[src/pkg/bbfe_pkg.sv]
// Purpose: constants and types for the branch, bit and flag execution unit
// Assumes: one core clock, flags held inside the unit
// Notes:   opcodes are an internal encoding chosen by the decoder in front
package bbfe_pkg;
  localparam int unsigned DATA_W = 8;
  localparam int unsigned OFS_W  = 7;
  localparam int unsigned RIDX_W = 5;
  localparam int unsigned IOA_W  = 5;
  localparam int unsigned SEL_W  = 3;
  // flag positions in the status word
  localparam logic [SEL_W-1:0] FLAG_C = 3'h0;
  localparam logic [SEL_W-1:0] FLAG_Z = 3'h1;
  localparam logic [SEL_W-1:0] FLAG_N = 3'h2;
  localparam logic [SEL_W-1:0] FLAG_V = 3'h3;
  localparam logic [SEL_W-1:0] FLAG_S = 3'h4;
  localparam logic [SEL_W-1:0] FLAG_H = 3'h5;
  localparam logic [SEL_W-1:0] FLAG_T = 3'h6;
  localparam logic [SEL_W-1:0] FLAG_I = 3'h7;
  localparam logic [DATA_W-1:0] FLAGS_RESET = 8'h00;
  localparam logic [DATA_W-1:0] DATA_ZERO   = 8'h00;
  localparam int unsigned MSB = DATA_W - 1;

  typedef enum logic [4:0] {
    branch_on_indexed_flag_high = 5'h00,
    branch_on_indexed_flag_low  = 5'h01,
    branch_on_zero_high         = 5'h02,
    branch_on_zero_low          = 5'h03,
    branch_on_carry_high        = 5'h04,
    branch_on_carry_low         = 5'h05,
    branch_unsigned_not_below   = 5'h06,
    branch_unsigned_below       = 5'h07,
    branch_on_negative          = 5'h08,
    branch_on_nonnegative       = 5'h09,
    branch_signed_not_less      = 5'h0A,
    branch_signed_less          = 5'h0B,
    branch_on_half_carry_high   = 5'h0C,
    branch_on_half_carry_low    = 5'h0D,
    branch_on_transfer_high     = 5'h0E,
    branch_on_transfer_low      = 5'h0F,
    branch_on_overflow_low      = 5'h10,
    branch_when_irq_on          = 5'h11,
    branch_when_irq_off         = 5'h12,
    io_bit_force_one            = 5'h13,
    io_bit_force_zero           = 5'h14,
    shift_left_logical          = 5'h15,
    shift_right_logical         = 5'h16,
    rotate_left_via_carry       = 5'h17,
    rotate_right_via_carry      = 5'h18,
    arith_shift_right           = 5'h19,
    copy_bit_to_transfer_flag   = 5'h1A,
    load_bit_from_transfer_flag = 5'h1B,
    flag_force_one              = 5'h1C,
    flag_force_zero             = 5'h1D,
    register_copy               = 5'h1E,
    op_none                     = 5'h1F
  } bbfe_op_type;

  typedef enum logic [1:0] {
    st_idle     = 2'b00,
    st_branch   = 2'b01,
    st_io_write = 2'b10
  } bbfe_state_type;
endpackage

[src/logic/bbfe_exec.sv]
// Purpose: execute branch, bit and flag instructions of an 8-bit core
// Assumes: register file and io space answer reads combinationally
// Notes:   one instruction at a time, accepted when instr_ready is high
`timescale 1ns/1ps
`default_nettype none
module bbfe_exec #(
  parameter int unsigned PC_W = 16
) (
  input  wire logic                         ref_clk,
  input  wire logic                         rst,
  input  wire logic                         instr_valid,
  input  wire bbfe_pkg::bbfe_op_type        instr_op,
  input  wire logic [bbfe_pkg::SEL_W-1:0]   instr_sel,
  input  wire logic [bbfe_pkg::OFS_W-1:0]   instr_offset,
  input  wire logic [bbfe_pkg::RIDX_W-1:0]  instr_rd_idx,
  input  wire logic [bbfe_pkg::IOA_W-1:0]   instr_io_addr,
  input  wire logic [PC_W-1:0]              pc_in,
  input  wire logic [bbfe_pkg::DATA_W-1:0]  rd_data,
  input  wire logic [bbfe_pkg::DATA_W-1:0]  rr_data,
  input  wire logic [bbfe_pkg::DATA_W-1:0]  io_rd_data,
  output logic                              instr_ready,
  output logic                              done,
  output logic                              pc_load,
  output logic [PC_W-1:0]                   pc_target,
  output logic                              reg_we,
  output logic [bbfe_pkg::RIDX_W-1:0]       reg_waddr,
  output logic [bbfe_pkg::DATA_W-1:0]       reg_wdata,
  output logic                              io_re,
  output logic                              io_we,
  output logic [bbfe_pkg::IOA_W-1:0]        io_addr,
  output logic [bbfe_pkg::DATA_W-1:0]       io_wdata,
  output logic [bbfe_pkg::DATA_W-1:0]       status_flags_word
);
  import bbfe_pkg::*;

  // ----------------------------------------------------------------
  // state
  // ----------------------------------------------------------------
  bbfe_state_type      state_r,     state_nxt;
  logic                ready_r,     ready_nxt;
  logic                done_r,      done_nxt;
  logic                pc_load_r,   pc_load_nxt;
  logic [PC_W-1:0]     pc_target_r, pc_target_nxt;
  logic                reg_we_r,    reg_we_nxt;
  logic [RIDX_W-1:0]   reg_waddr_r, reg_waddr_nxt;
  logic [DATA_W-1:0]   reg_wdata_r, reg_wdata_nxt;
  logic                io_re_r,     io_re_nxt;
  logic                io_we_r,     io_we_nxt;
  logic [IOA_W-1:0]    io_addr_r,   io_addr_nxt;
  logic [DATA_W-1:0]   io_wdata_r,  io_wdata_nxt;
  logic [DATA_W-1:0]   flags_r,     flags_nxt;
  logic                io_val_r,    io_val_nxt;
  logic [SEL_W-1:0]    io_bit_r,    io_bit_nxt;

  // ----------------------------------------------------------------
  // next-state logic
  // ----------------------------------------------------------------
  logic              accept;
  logic              is_branch;
  logic              taken;
  logic [PC_W-1:0]   ofs_ext;
  logic [DATA_W-1:0] sh_res;
  logic              sh_c;
  logic              is_shift;

  always_comb begin
    accept    = instr_valid && ready_r && (state_r == st_idle);
    is_branch = 1'b1;
    taken     = 1'b0;
    unique case (instr_op)
      branch_on_indexed_flag_high: taken = flags_r[instr_sel];
      branch_on_indexed_flag_low:  taken = !flags_r[instr_sel];
      branch_on_zero_high:         taken = flags_r[FLAG_Z];
      branch_on_zero_low:          taken = !flags_r[FLAG_Z];
      branch_on_carry_high,
      branch_unsigned_below:       taken = flags_r[FLAG_C];
      branch_on_carry_low,
      branch_unsigned_not_below:   taken = !flags_r[FLAG_C];
      branch_on_negative:          taken = flags_r[FLAG_N];
      branch_on_nonnegative:       taken = !flags_r[FLAG_N];
      branch_signed_not_less:      taken = !(flags_r[FLAG_N] ^ flags_r[FLAG_V]);
      branch_signed_less:          taken = flags_r[FLAG_N] ^ flags_r[FLAG_V];
      branch_on_half_carry_high:   taken = flags_r[FLAG_H];
      branch_on_half_carry_low:    taken = !flags_r[FLAG_H];
      branch_on_transfer_high:     taken = flags_r[FLAG_T];
      branch_on_transfer_low:      taken = !flags_r[FLAG_T];
      branch_on_overflow_low:      taken = !flags_r[FLAG_V];
      branch_when_irq_on:          taken = flags_r[FLAG_I];
      branch_when_irq_off:         taken = !flags_r[FLAG_I];
      default:                     is_branch = 1'b0;
    endcase

    // signed offset, target is pc plus one plus offset
    ofs_ext = {{(PC_W-OFS_W){instr_offset[OFS_W-1]}}, instr_offset};
  end
    
  // ----------------------------------------------------------------
  // shift unit
  // ----------------------------------------------------------------
  always_comb begin
    // shift and rotate result with carry out
    is_shift = 1'b1;
    sh_res   = DATA_ZERO;
    sh_c     = 1'b0;
    unique case (instr_op)
      shift_left_logical: begin
        sh_res = {rd_data[MSB-1:0], 1'b0};
        sh_c   = rd_data[MSB];
      end
      shift_right_logical: begin
        sh_res = {1'b0, rd_data[MSB:1]};
        sh_c   = rd_data[0];
      end
      rotate_left_via_carry: begin
        sh_res = {rd_data[MSB-1:0], flags_r[FLAG_C]};
        sh_c   = rd_data[MSB];
      end
      rotate_right_via_carry: begin
        sh_res = {flags_r[FLAG_C], rd_data[MSB:1]};
        sh_c   = rd_data[0];
      end
      arith_shift_right: begin
        sh_res = {rd_data[MSB], rd_data[MSB:1]};
        sh_c   = rd_data[0];
      end
      default: is_shift = 1'b0;
    endcase
  end

  // ----------------------------------------------------------------
  // control and write ports
  // ----------------------------------------------------------------
  always_comb begin

    state_nxt     = state_r;
    ready_nxt     = ready_r;
    done_nxt      = 1'b0;
    pc_load_nxt   = 1'b0;
    pc_target_nxt = pc_target_r;
    reg_we_nxt    = 1'b0;
    reg_waddr_nxt = reg_waddr_r;
    reg_wdata_nxt = reg_wdata_r;
    io_re_nxt     = 1'b0;
    io_we_nxt     = 1'b0;
    io_addr_nxt   = io_addr_r;
    io_wdata_nxt  = io_wdata_r;
    io_val_nxt    = io_val_r;
    io_bit_nxt    = io_bit_r;

    unique case (state_r)
      st_idle: begin
        ready_nxt = 1'b1;
        if (accept) begin
          if (is_branch) begin
            if (taken) begin
              // two cycles: redirect now, finish next
              pc_load_nxt   = 1'b1;
              pc_target_nxt = pc_in + ofs_ext + {{(PC_W-1){1'b0}}, 1'b1};
              ready_nxt     = 1'b0;
              state_nxt     = st_branch;
            end else begin
              done_nxt = 1'b1;
            end
          end else if (is_shift) begin
            reg_we_nxt         = 1'b1;
            reg_waddr_nxt      = instr_rd_idx;
            reg_wdata_nxt      = sh_res;
            done_nxt           = 1'b1;
          end else begin
            unique case (instr_op)
              io_bit_force_one, io_bit_force_zero: begin
                // read the io register, write it back next cycle
                io_re_nxt   = 1'b1;
                io_addr_nxt = instr_io_addr;
                io_val_nxt  = (instr_op == io_bit_force_one);
                io_bit_nxt  = instr_sel;
                ready_nxt   = 1'b0;
                state_nxt   = st_io_write;
              end
              copy_bit_to_transfer_flag: begin
                done_nxt          = 1'b1;
              end
              load_bit_from_transfer_flag: begin
                reg_we_nxt                = 1'b1;
                reg_waddr_nxt             = instr_rd_idx;
                reg_wdata_nxt             = rd_data;
                reg_wdata_nxt[instr_sel]  = flags_r[FLAG_T];
                done_nxt                  = 1'b1;
              end
              flag_force_one: begin
                done_nxt             = 1'b1;
              end
              flag_force_zero: begin
                done_nxt             = 1'b1;
              end
              register_copy: begin
                reg_we_nxt    = 1'b1;
                reg_waddr_nxt = instr_rd_idx;
                reg_wdata_nxt = rr_data;
                done_nxt      = 1'b1;
              end
              default: done_nxt = 1'b1;
            endcase
          end
        end
      end
      st_branch: begin
        done_nxt  = 1'b1;
        ready_nxt = 1'b1;
        state_nxt = st_idle;
      end
      st_io_write: begin
        io_we_nxt              = 1'b1;
        io_wdata_nxt           = io_rd_data;
        io_wdata_nxt[io_bit_r] = io_val_r;
        done_nxt               = 1'b1;
        ready_nxt              = 1'b1;
        state_nxt              = st_idle;
      end
      default: begin
        ready_nxt = 1'b1;
        state_nxt = st_idle;
      end
    endcase
  end

  // ----------------------------------------------------------------
  // registers
  // ----------------------------------------------------------------
  always_ff @(posedge ref_clk) begin
    if (rst) begin
      state_r     <= st_idle;
      ready_r     <= 1'b0;
      done_r      <= 1'b0;
      pc_load_r   <= 1'b0;
      pc_target_r <= '0;
      reg_we_r    <= 1'b0;
      reg_waddr_r <= '0;
      reg_wdata_r <= DATA_ZERO;
      io_re_r     <= 1'b0;
      io_we_r     <= 1'b0;
      io_addr_r   <= '0;
      io_wdata_r  <= DATA_ZERO;
      io_val_r    <= 1'b0;
      io_bit_r    <= '0;
    end else begin
      state_r     <= state_nxt;
      ready_r     <= ready_nxt;
      done_r      <= done_nxt;
      pc_load_r   <= pc_load_nxt;
      pc_target_r <= pc_target_nxt;
      reg_we_r    <= reg_we_nxt;
      reg_waddr_r <= reg_waddr_nxt;
      reg_wdata_r <= reg_wdata_nxt;
      io_re_r     <= io_re_nxt;
      io_we_r     <= io_we_nxt;
      io_addr_r   <= io_addr_nxt;
      io_wdata_r  <= io_wdata_nxt;
      io_val_r    <= io_val_nxt;
      io_bit_r    <= io_bit_nxt;
    end
  end

  // ----------------------------------------------------------------
  // status flags
  // ----------------------------------------------------------------
  always_comb begin
    flags_nxt = flags_r;
    if (accept && is_shift) begin
      flags_nxt[FLAG_Z] = (sh_res == DATA_ZERO);
      flags_nxt[FLAG_C] = sh_c;
      flags_nxt[FLAG_N] = sh_res[MSB];
      flags_nxt[FLAG_V] = sh_res[MSB] ^ sh_c;
    end else if (accept) begin
      unique case (instr_op)
        copy_bit_to_transfer_flag: flags_nxt[FLAG_T]    = rr_data[instr_sel];
        flag_force_one:            flags_nxt[instr_sel] = 1'b1;
        flag_force_zero:           flags_nxt[instr_sel] = 1'b0;
        default:                   flags_nxt            = flags_r;
      endcase
    end
  end

  always_ff @(posedge ref_clk) begin
    if (rst) begin
      flags_r <= FLAGS_RESET;
    end else begin
      flags_r <= flags_nxt;
    end
  end

  // ----------------------------------------------------------------
  // outputs
  // ----------------------------------------------------------------
  assign instr_ready       = ready_r;
  assign done              = done_r;
  assign pc_load           = pc_load_r;
  assign pc_target         = pc_target_r;
  assign reg_we            = reg_we_r;
  assign reg_waddr         = reg_waddr_r;
  assign reg_wdata         = reg_wdata_r;
  assign io_re             = io_re_r;
  assign io_we             = io_we_r;
  assign io_addr           = io_addr_r;
  assign io_wdata          = io_wdata_r;
  assign status_flags_word = flags_r;
endmodule
`default_nettype wire

[config.mk]
export PLATFORM = sky130hd
export DESIGN_NAME = bbfe_exec
export DESIGN_NICKNAME = d
export VERILOG_FILES = /design/src/pkg/bbfe_pkg.sv /design/src/logic/bbfe_exec.sv
export SDC_FILE = /design/constraint.sdc
export NUM_CORES = 1
export LEC_CHECK = 0
export BUFFER_PORTS_ARGS = -buffer_cell sky130_fd_sc_hd__buf_2
export CAP_MARGIN = 40
export CORE_MARGIN = 1
export CORE_UTILIZATION = 40
export CTS_BUF_LIST = sky130_fd_sc_hd__clkbuf_2 sky130_fd_sc_hd__clkbuf_4 sky130_fd_sc_hd__clkbuf_8
export CTS_CLUSTER_SIZE = 20
export DETAILED_ROUTE_END_ITERATION = 8
export MAX_ROUTING_LAYER = met4
export SKIP_LAST_GASP = 1
export SLEW_MARGIN = 20
export SYNTH_ARGS = -nofsm -noshare
export SYNTH_HDL_FRONTEND = slang
export SYNTH_SLANG_ARGS = --single-unit
[constraint.sdc]
create_clock -name ref_clk -period 2.9 [get_ports ref_clk]
set_clock_uncertainty 0.15 [all_clocks]
set_input_delay 0.58 -clock ref_clk [delete_from_list [all_inputs] [get_ports ref_clk]]
set_output_delay 0.58 -clock ref_clk [all_outputs]
set_load 0.005 [all_outputs]
; Word-level counts from Yosys, hierarchy flattened
; Cells that the tools add are included.
[totals]
regBits = 62
output_inout_bits = 56
elab_cells = 153
[classes]
n_addsub = 2
n_lt_le_gt_ge = 4
eq_ne = 34
mux = 41
bitwise_logic = 10
n_reduce_logical = 45
[ops]
columns = cell, n
row1 = "5-bit equality test, second input constant", 15
row2 = "5-bit by 4-bit equality test with 1-bit output, second input constant", 8
row3 = 8-bit one-hot mux with 5 select lines, 1
row4 = "5-bit by 3-bit equality test with 1-bit output, second input constant", 4
row5 = 19-bit OR reduction, 1
row6 = 1-bit two-way mux, 18
row7 = 1-bit one-hot mux with 17 select lines, 1
row8 = "16-bit by 1-bit adder with 16-bit output, second input constant", 1
row9 = 16-bit adder, 1
row10 = 8-bit bitwise mux, 2
row11 = 8-bit one-hot mux with 2 select lines, 1
row12 = 4-bit AND reduction, 4
row13 = 2-bit OR reduction, 7
row14 = 6-bit one-hot mux with 2 select lines, 1
row15 = "5-bit by 2-bit equality test with 1-bit output, second input constant", 2
row16 = 5-bit two-way mux, 2
row17 = 5-bit OR reduction, 2
row18 = 1-bit logical NOT, 9
row19 = 3-bit nonzero test, 3
row20 = 8-bit AND, 1
row21 = 8-bit logical NOT, 1
row22 = "3-bit by 4-bit < comparator with 1-bit output, second input constant", 2
row23 = 2-bit two-way mux, 4
row24 = 4-bit two-way mux, 2
row25 = other kinds (24), 43

; Logic depth before layout (Yosys ltp)
; Gate-level depths: netlist of run 1.
[depth]
word_depth = 9
ltp_mapped = 11
mapped_depth_nobuf = 11

; Worst setup path after synthesis of run 1
; OpenSTA, ideal clock, no wires.
[synth_path]
kind = input to register
startpoint = input port instr_sel[1] in the netlist's numbering
endpoint = register pc_target_r[14], in the netlist pc_target[14]
setup_time_ns = 0.121
t_arrival_ns = 2.423
setup_slack_ns = 0.205
cell_stages = 8
path_buffers = 1
cell_sequence = buf_6 -> mux2_4 -> a32oi_1 -> o211ai_1 -> mux2_4 -> o311ai_4 -> nand2_4 -> mux2_4
[synth_via]
elab_chain_len = 5
[synth_lines]
columns = item, line
row1 = start: declaration, bbfe_exec.sv:13  ; input wire logic [bbfe_pkg::SEL_W-1:0] instr_sel,
row2 = 1-bit binary-select mux with 3-bit select (*), "bbfe_exec.sv:71, bbfe_exec.sv:72"
row3 = 1-bit two-way mux (not written as such) (*), "bbfe_exec.sv:71, bbfe_exec.sv:72"
row4 = 1-bit logical NOT, bbfe_exec.sv:72  ; branch_on_indexed_flag_low: taken = !flags_r[instr_sel];
row5 = 1-bit one-hot mux with 17 select lines (*), bbfe_exec.sv:70  ; unique case (instr_op)
row6 = 4-bit AND reduction (no line) (*), --
row7 = end signal: assignment, bbfe_exec.sv:251  ; pc_target_r <= pc_target_nxt;
row8 = end: declaration, bbfe_exec.sv:43  ; logic [PC_W-1:0] pc_target_r, pc_target_nxt;
; Every way passes the cells marked *; elsewhere a longest branch is shown, timed or not. The select of a mux whose other input is x is not followed.
; A chain may end at the register's enable or synchronous reset.

; Worst setup path after layout of run 1
[layout_path]
startpoint = input port instr_sel[1] in the netlist's numbering
endpoint = register pc_target_r[10], in the netlist pc_target[10]
; The elaborated chain is that of the path after synthesis.

==> reports/summary.txt, run 1 <==
CP Data Arrival Time - 2.72 ns
Final Hold Viols - 0
Tot Pwr - 2.22 mW
Crit path kind - in -> reg
Syn Inst Count - 500
Synth async-reset ratio - 0%
Largest net degree at the start of global routing - 26
RSZ-0062 raised after global routing - no
Flops & latches, synth - 62
CTS max path bufs - 2
DRT iter0 DRCs - 190
Hold crit path type - in -> reg
Max layer used - met4
CP delay by family, top - compound AO/OA/AOI/OAI gates
Bufs and invs on worst path - 2
Placed Area - 4900 um^2
Main combinational cell family by area after synthesis - compound AO/OA/AOI/OAI gates
Slew @ Worst Pin - 0.667 ns
Starting density of the core - 41.6%
Cts bufs inserted - 9
Most frequent cells in the layout - buf_2, dfxtp_1, nor2_1, a21oi_1, mux2i_1
Clk_lat worst skew - 0.35 ns
Placer Congestion - 0.892
Pre-CTS setup slack - -0.0321 ns
Placed cells - 740
N_diodes - 0
Leak - 2.25 nW
Dpl hpwl - 8870 um
CTS sink count - 62
Warnings from Yosys - 0
Crit. End Element - register
Post-synth top flop - dfxtp_1
Mean Syn Cell Area - 8.22 um^2
Most common cell after layout, fill and taps aside - buf_2
PortBufs - 123
Gr usage total - 22.8%
Min Tclk post-route - 2.58 ns
H-tree depth - 3
Slew headroom - 55.2%
Utilization after layout - 51.9%
Drt pass-1 iters - 6
WL met1 - 5370 um
DR WL met2 - 5430 um
Setup slack after layout - 0.324 ns
Row count - 36
Maximum clock frequency - 388 MHz
Die Area - 10700 um^2
Crit-path slowest cell - o311a_1
Die X - 103 um
WHS - 0.290 ns
Routed Antenna Nets - 0
Post-synthesis xor/xnor area fraction - 3.62%
Final setup violating endpoints - 0
Setup_tns - 0 ns
Cts repair resizes - 0
Initial antenna violation count - 0
Post-DR vias/cell - 5.57
Vias in the first global route - 3801
Max-slew violation count - 0
Final net count - 705
Worst path max stage delay - 0.39 ns
Adder-Cell Fraction of Synth Area - 5.97%
Routed via count - 4214
Cell Area, Synth - 4110 um^2
P per Cell Area - 434 nW/um^2
Layout cells sized above 1 - 28.1%
CTS tree - yes
I/O pin count - 124
Worst-path clk slew - 0.07 ns
Total wire length - 11600 um
Syn nets - 587
Core area - 9860 um^2
DRC viols - 0
Worst Setup Start Kind - input pin
Root buf cell - clkbuf_8
Synth-to-Final Area Change - 24.7%
Non-Filler Instances - 756
WP data required - 3.04 ns
Status - finished, final reports clean
Distinct cell type count after synthesis - 65
Critical-path maximum fanout - 8
Hold-fix buffers, CTS - 0
Mux share of post-synthesis cell area - 9.63%
Post-synthesis simple-gate area fraction - 19.6%
Total grt overflow - 0
Routed length on met3 - 643 um
Max cap viols - 0
Final Cycle Share - 88.8%
Worst path cell trace - buf_2, mux2_4, a32oi_1, o211ai_1, mux2_4, o311a_1, buf_4, nor4_1, a31o_1
DIE HEIGHT - 103 um
Sequential fraction of the synthesis area - 30.2%
VDD IR-drop max - 0.000273 V
Post-CTS setup-driven buffer insertion count - 0
WL/cell - 15.4 um
CP dominant cell by count - mux2_4
First-pass GRT wire length - 18300 um
EDFF count, synth - 0
Compound-gate portion of the synthesized area - 26.0%
Final Cell Area - 5120 um^2
[cells by family after synthesis]
group / after synthesis
compound gates: 150
xor+xnor: 17
fa+ha+maj: 19
buf+inv: 51
flops: 62
mux: 37
simple gates: 164
[cell usage after synthesis, drive strengths merged (5+ instances only)]
| master | count | area (um^2) |
|---|---|---|
| a21oi | 37 | 185 |
| o21a | 6 | 45.0 |
| a311oi | 5 | 43.8 |
| a22o | 6 | 52.6 |
| mux2i | 29 | 290 |
| xnor2 | 11 | 96.3 |
| o21ai | 20 | 100 |
| xor2 | 6 | 52.6 |
| nor3 | 15 | 75.1 |
| nor2 | 59 | 224 |
| clkbuf | 32 | 120 |
| inv | 12 | 45.0 |
| o211ai | 11 | 82.6 |
| nor3b | 6 | 45.0 |
| nand2 | 29 | 116 |
| ha | 18 | 225 |
| mux2 | 8 | 105 |
| nand3 | 13 | 65.1 |
| buf | 7 | 37.5 |
| nor2b | 11 | 68.8 |
| nand2b | 8 | 50.1 |
| dfxtp | 62 | 1240 |
| a222oi | 6 | 60.1 |
| a211oi | 19 | 143 |
| nand4 | 6 | 37.5 |
[layout make-up]
type / instances / area, um^2
repair buffers: 146 / 788
inverters: 12 / 45.0
fillers: 960 / 4740
well taps: 133 / 166
multi-input cells: 387 / 2660
clock buffers: 10 / 131
flip-flops and latches: 62 / 1240
clock inverters: 6 / 86.3
[report_power, final]
group	internal [mW]	switching (mW)
clock	0.492	0.359
sequential	0.874	0.0139
combinational	0.213	0.270
total	1.58	0.642
[worst reg2reg max path: stages (launching register included)]
cell     delay (ns)
dfxtp_1        0.48
and3b_1        0.21
or4_1          0.49
a31oi_1        0.19
mux2_4         0.19
o311a_1        0.28
nor2_2         0.07
buf_4          0.16
o211a_1        0.21
[layer usage]
| metal | vias to the layer above | track usage (%) |
|---|---|---|
| met2 | 170 | 37.5 |
| li1 | 2089 | - |
| met1 | 1939 | 28.7 |
| met5 | - | - |
| met4 | 0 | 8.56 |
| met3 | 16 | 2.76 |
[final timing paths]
check | start | end | slack (ns) | cells after the start
setup / recovery | instr_sel[1] | pc_target[10] | 0.32 | 9
setup reg to reg | register | state_r[0] | 0.36 | 8
hold / removal | instr_io_addr[4] | io_addr[4] | 0.29 | 2
hold reg to reg | pc_target[8] | pc_target[8] | 0.31 | 2
No activity file was read; power rests on OpenSTA's default activity.
==> inputs of run 2 (changes only) <==
Settings changed: CORE_UTILIZATION 40 to 54, PLACE_DENSITY set to 0.83.
==> run 2 against run 1 <==
  * First-iteration DRC count is 51% higher
  * Clock-buffer cell count stayed put
  * Die area is 25% lower
  * Highest routed layer unchanged
  * Register-to-register slack worse by 0.02 ns
  * Largest cell class unchanged
==> reports/summary.txt, run 2 (synthesized netlist as in run 1, its figures left out) <==
Status - finished, final reports clean
Worst path cell trace - buf_2, inv_1, ha_1, inv_1, fa_1, a21oi_1, o21ai_0, a21oi_1, a21oi_1, a31o_2, o2111ai_1, mux2i_1
Min Tclk post-route - 2.56 ns
Hold-fix buffers, CTS - 0
Vias in the first global route - 3719
Max-slew violation count - 0
Crit-path slowest cell - fa_1
Drt pass-1 iters - 6
Root buf cell - clkbuf_8
Die Area - 7960 um^2
Routed via count - 4267
Setup_tns - 0 ns
P per Cell Area - 421 nW/um^2
Placed Area - 4880 um^2
Worst path max stage delay - 0.40 ns
RSZ-0062 raised after global routing - no
Initial antenna violation count - 0
N_diodes - 0
Final Cell Area - 5070 um^2
Critical-path maximum fanout - 3
Dpl hpwl - 8470 um
Slew @ Worst Pin - 0.612 ns
PortBufs - 123
WHS - 0.294 ns
WP data required - 2.97 ns
DRT iter0 DRCs - 287
Crit. End Element - register
Gr usage total - 29.4%
Post-DR vias/cell - 5.89
DRC viols - 0
CP dominant cell by count - a21oi_1
Routed Antenna Nets - 0
Slew headroom - 58.9%
Final setup violating endpoints - 0
Cts bufs inserted - 9
Clk_lat worst skew - 0.34 ns
CTS tree - yes
Non-Filler Instances - 724
Layout cells sized above 1 - 28.3%
VDD IR-drop max - 0.000224 V
CP Data Arrival Time - 2.63 ns
Final Hold Viols - 0
Core area - 7290 um^2
Cts repair resizes - 0
CTS sink count - 62
Maximum clock frequency - 391 MHz
Synth-to-Final Area Change - 23.4%
Final net count - 707
Die X - 89.2 um
Worst-path clk slew - 0.08 ns
Fill cells - 639
Largest net degree at the start of global routing - 35
Row count - 31
WL/cell - 15.6 um
H-tree depth - 3
CTS max path bufs - 2
Hold crit path type - in -> reg
Total grt overflow - 0
Tot Pwr - 2.13 mW
I/O pin count - 124
Final Cycle Share - 88.3%
Crit path kind - in -> reg
DIE HEIGHT - 89.2 um
Max cap viols - 0
Placer Congestion - 0.917
Placed cells - 708
Leak - 2.25 nW
Post-CTS setup-driven buffer insertion count - 0
Total wire length - 11300 um
Starting density of the core - 56.3%
Most frequent cells in the layout - buf_2, dfxtp_1, nor2_1, a21oi_1, mux2i_1
Worst Setup Start Kind - input pin
Most common cell after layout, fill and taps aside - buf_2
First-pass GRT wire length - 17400 um
==> run 2: path summary, 6_finish.rpt <==
check                        start  slack (ns)  cells after the start            end
setup / recovery   instr_offset[0]        0.34                     12  pc_target[12]
hold / removal    instr_io_addr[1]        0.29                      2     io_addr[1]
setup reg to reg          register        0.34                      9     state_r[0]
hold reg to reg       pc_target[1]        0.33                      2   pc_target[1]
==> run 2: worst max-delay path: cells and delay by family <==
family	cells	cell delay, ns
adder cells (fa/ha/maj)	2	0.56
buffers and inverters	3	0.19
multiplexers	1	0.10
AO/OA/AOI/OAI	6	1.20
==> run 2: final cells by class <==
| type | instances | area, um^2 | share of cell area, % |
|---|---|---|---|
| Multi-Input combinational cell | 387 | 2660 | 52.5 |
| Sequential cell | 62 | 1240 | 24.5 |
| Timing Repair Buffer | 148 | 803 | 15.8 |
| Clock buffer | 10 | 131 | 2.59 |
| Tap cell | 99 | 124 | 2.44 |
| Clock inverter | 6 | 61.3 | 1.21 |
| Inverter | 12 | 45.0 | 0.888 |
==> run 2: per-layer routing <==
metal	global-route usage [%]	vias up	wire (um)
li1	-	2090	-
met1	35.1	1958	4770
met2	50.0	195	5570
met3	4.71	24	762
met4	10.4	0	180
met5	-	-	0
==> run 2: through the flow <==
stage               setup slack [ns]  utilization (%)
global placement              0.0793             66.9
global route                   0.187             69.5
CTS                            0.329             69.5
floorplan                      0.205                -
detailed placement            0.0305             66.9
finish                         0.340             69.5
==> run 2: power breakdown <==
| group | switching [mW] | total, mW | internal [mW] |
|---|---|---|---|
| Sequential | 0.0144 | 0.888 | 0.874 |
| Combinational | 0.272 | 0.486 | 0.214 |
| Clock | 0.354 | 0.758 | 0.405 |
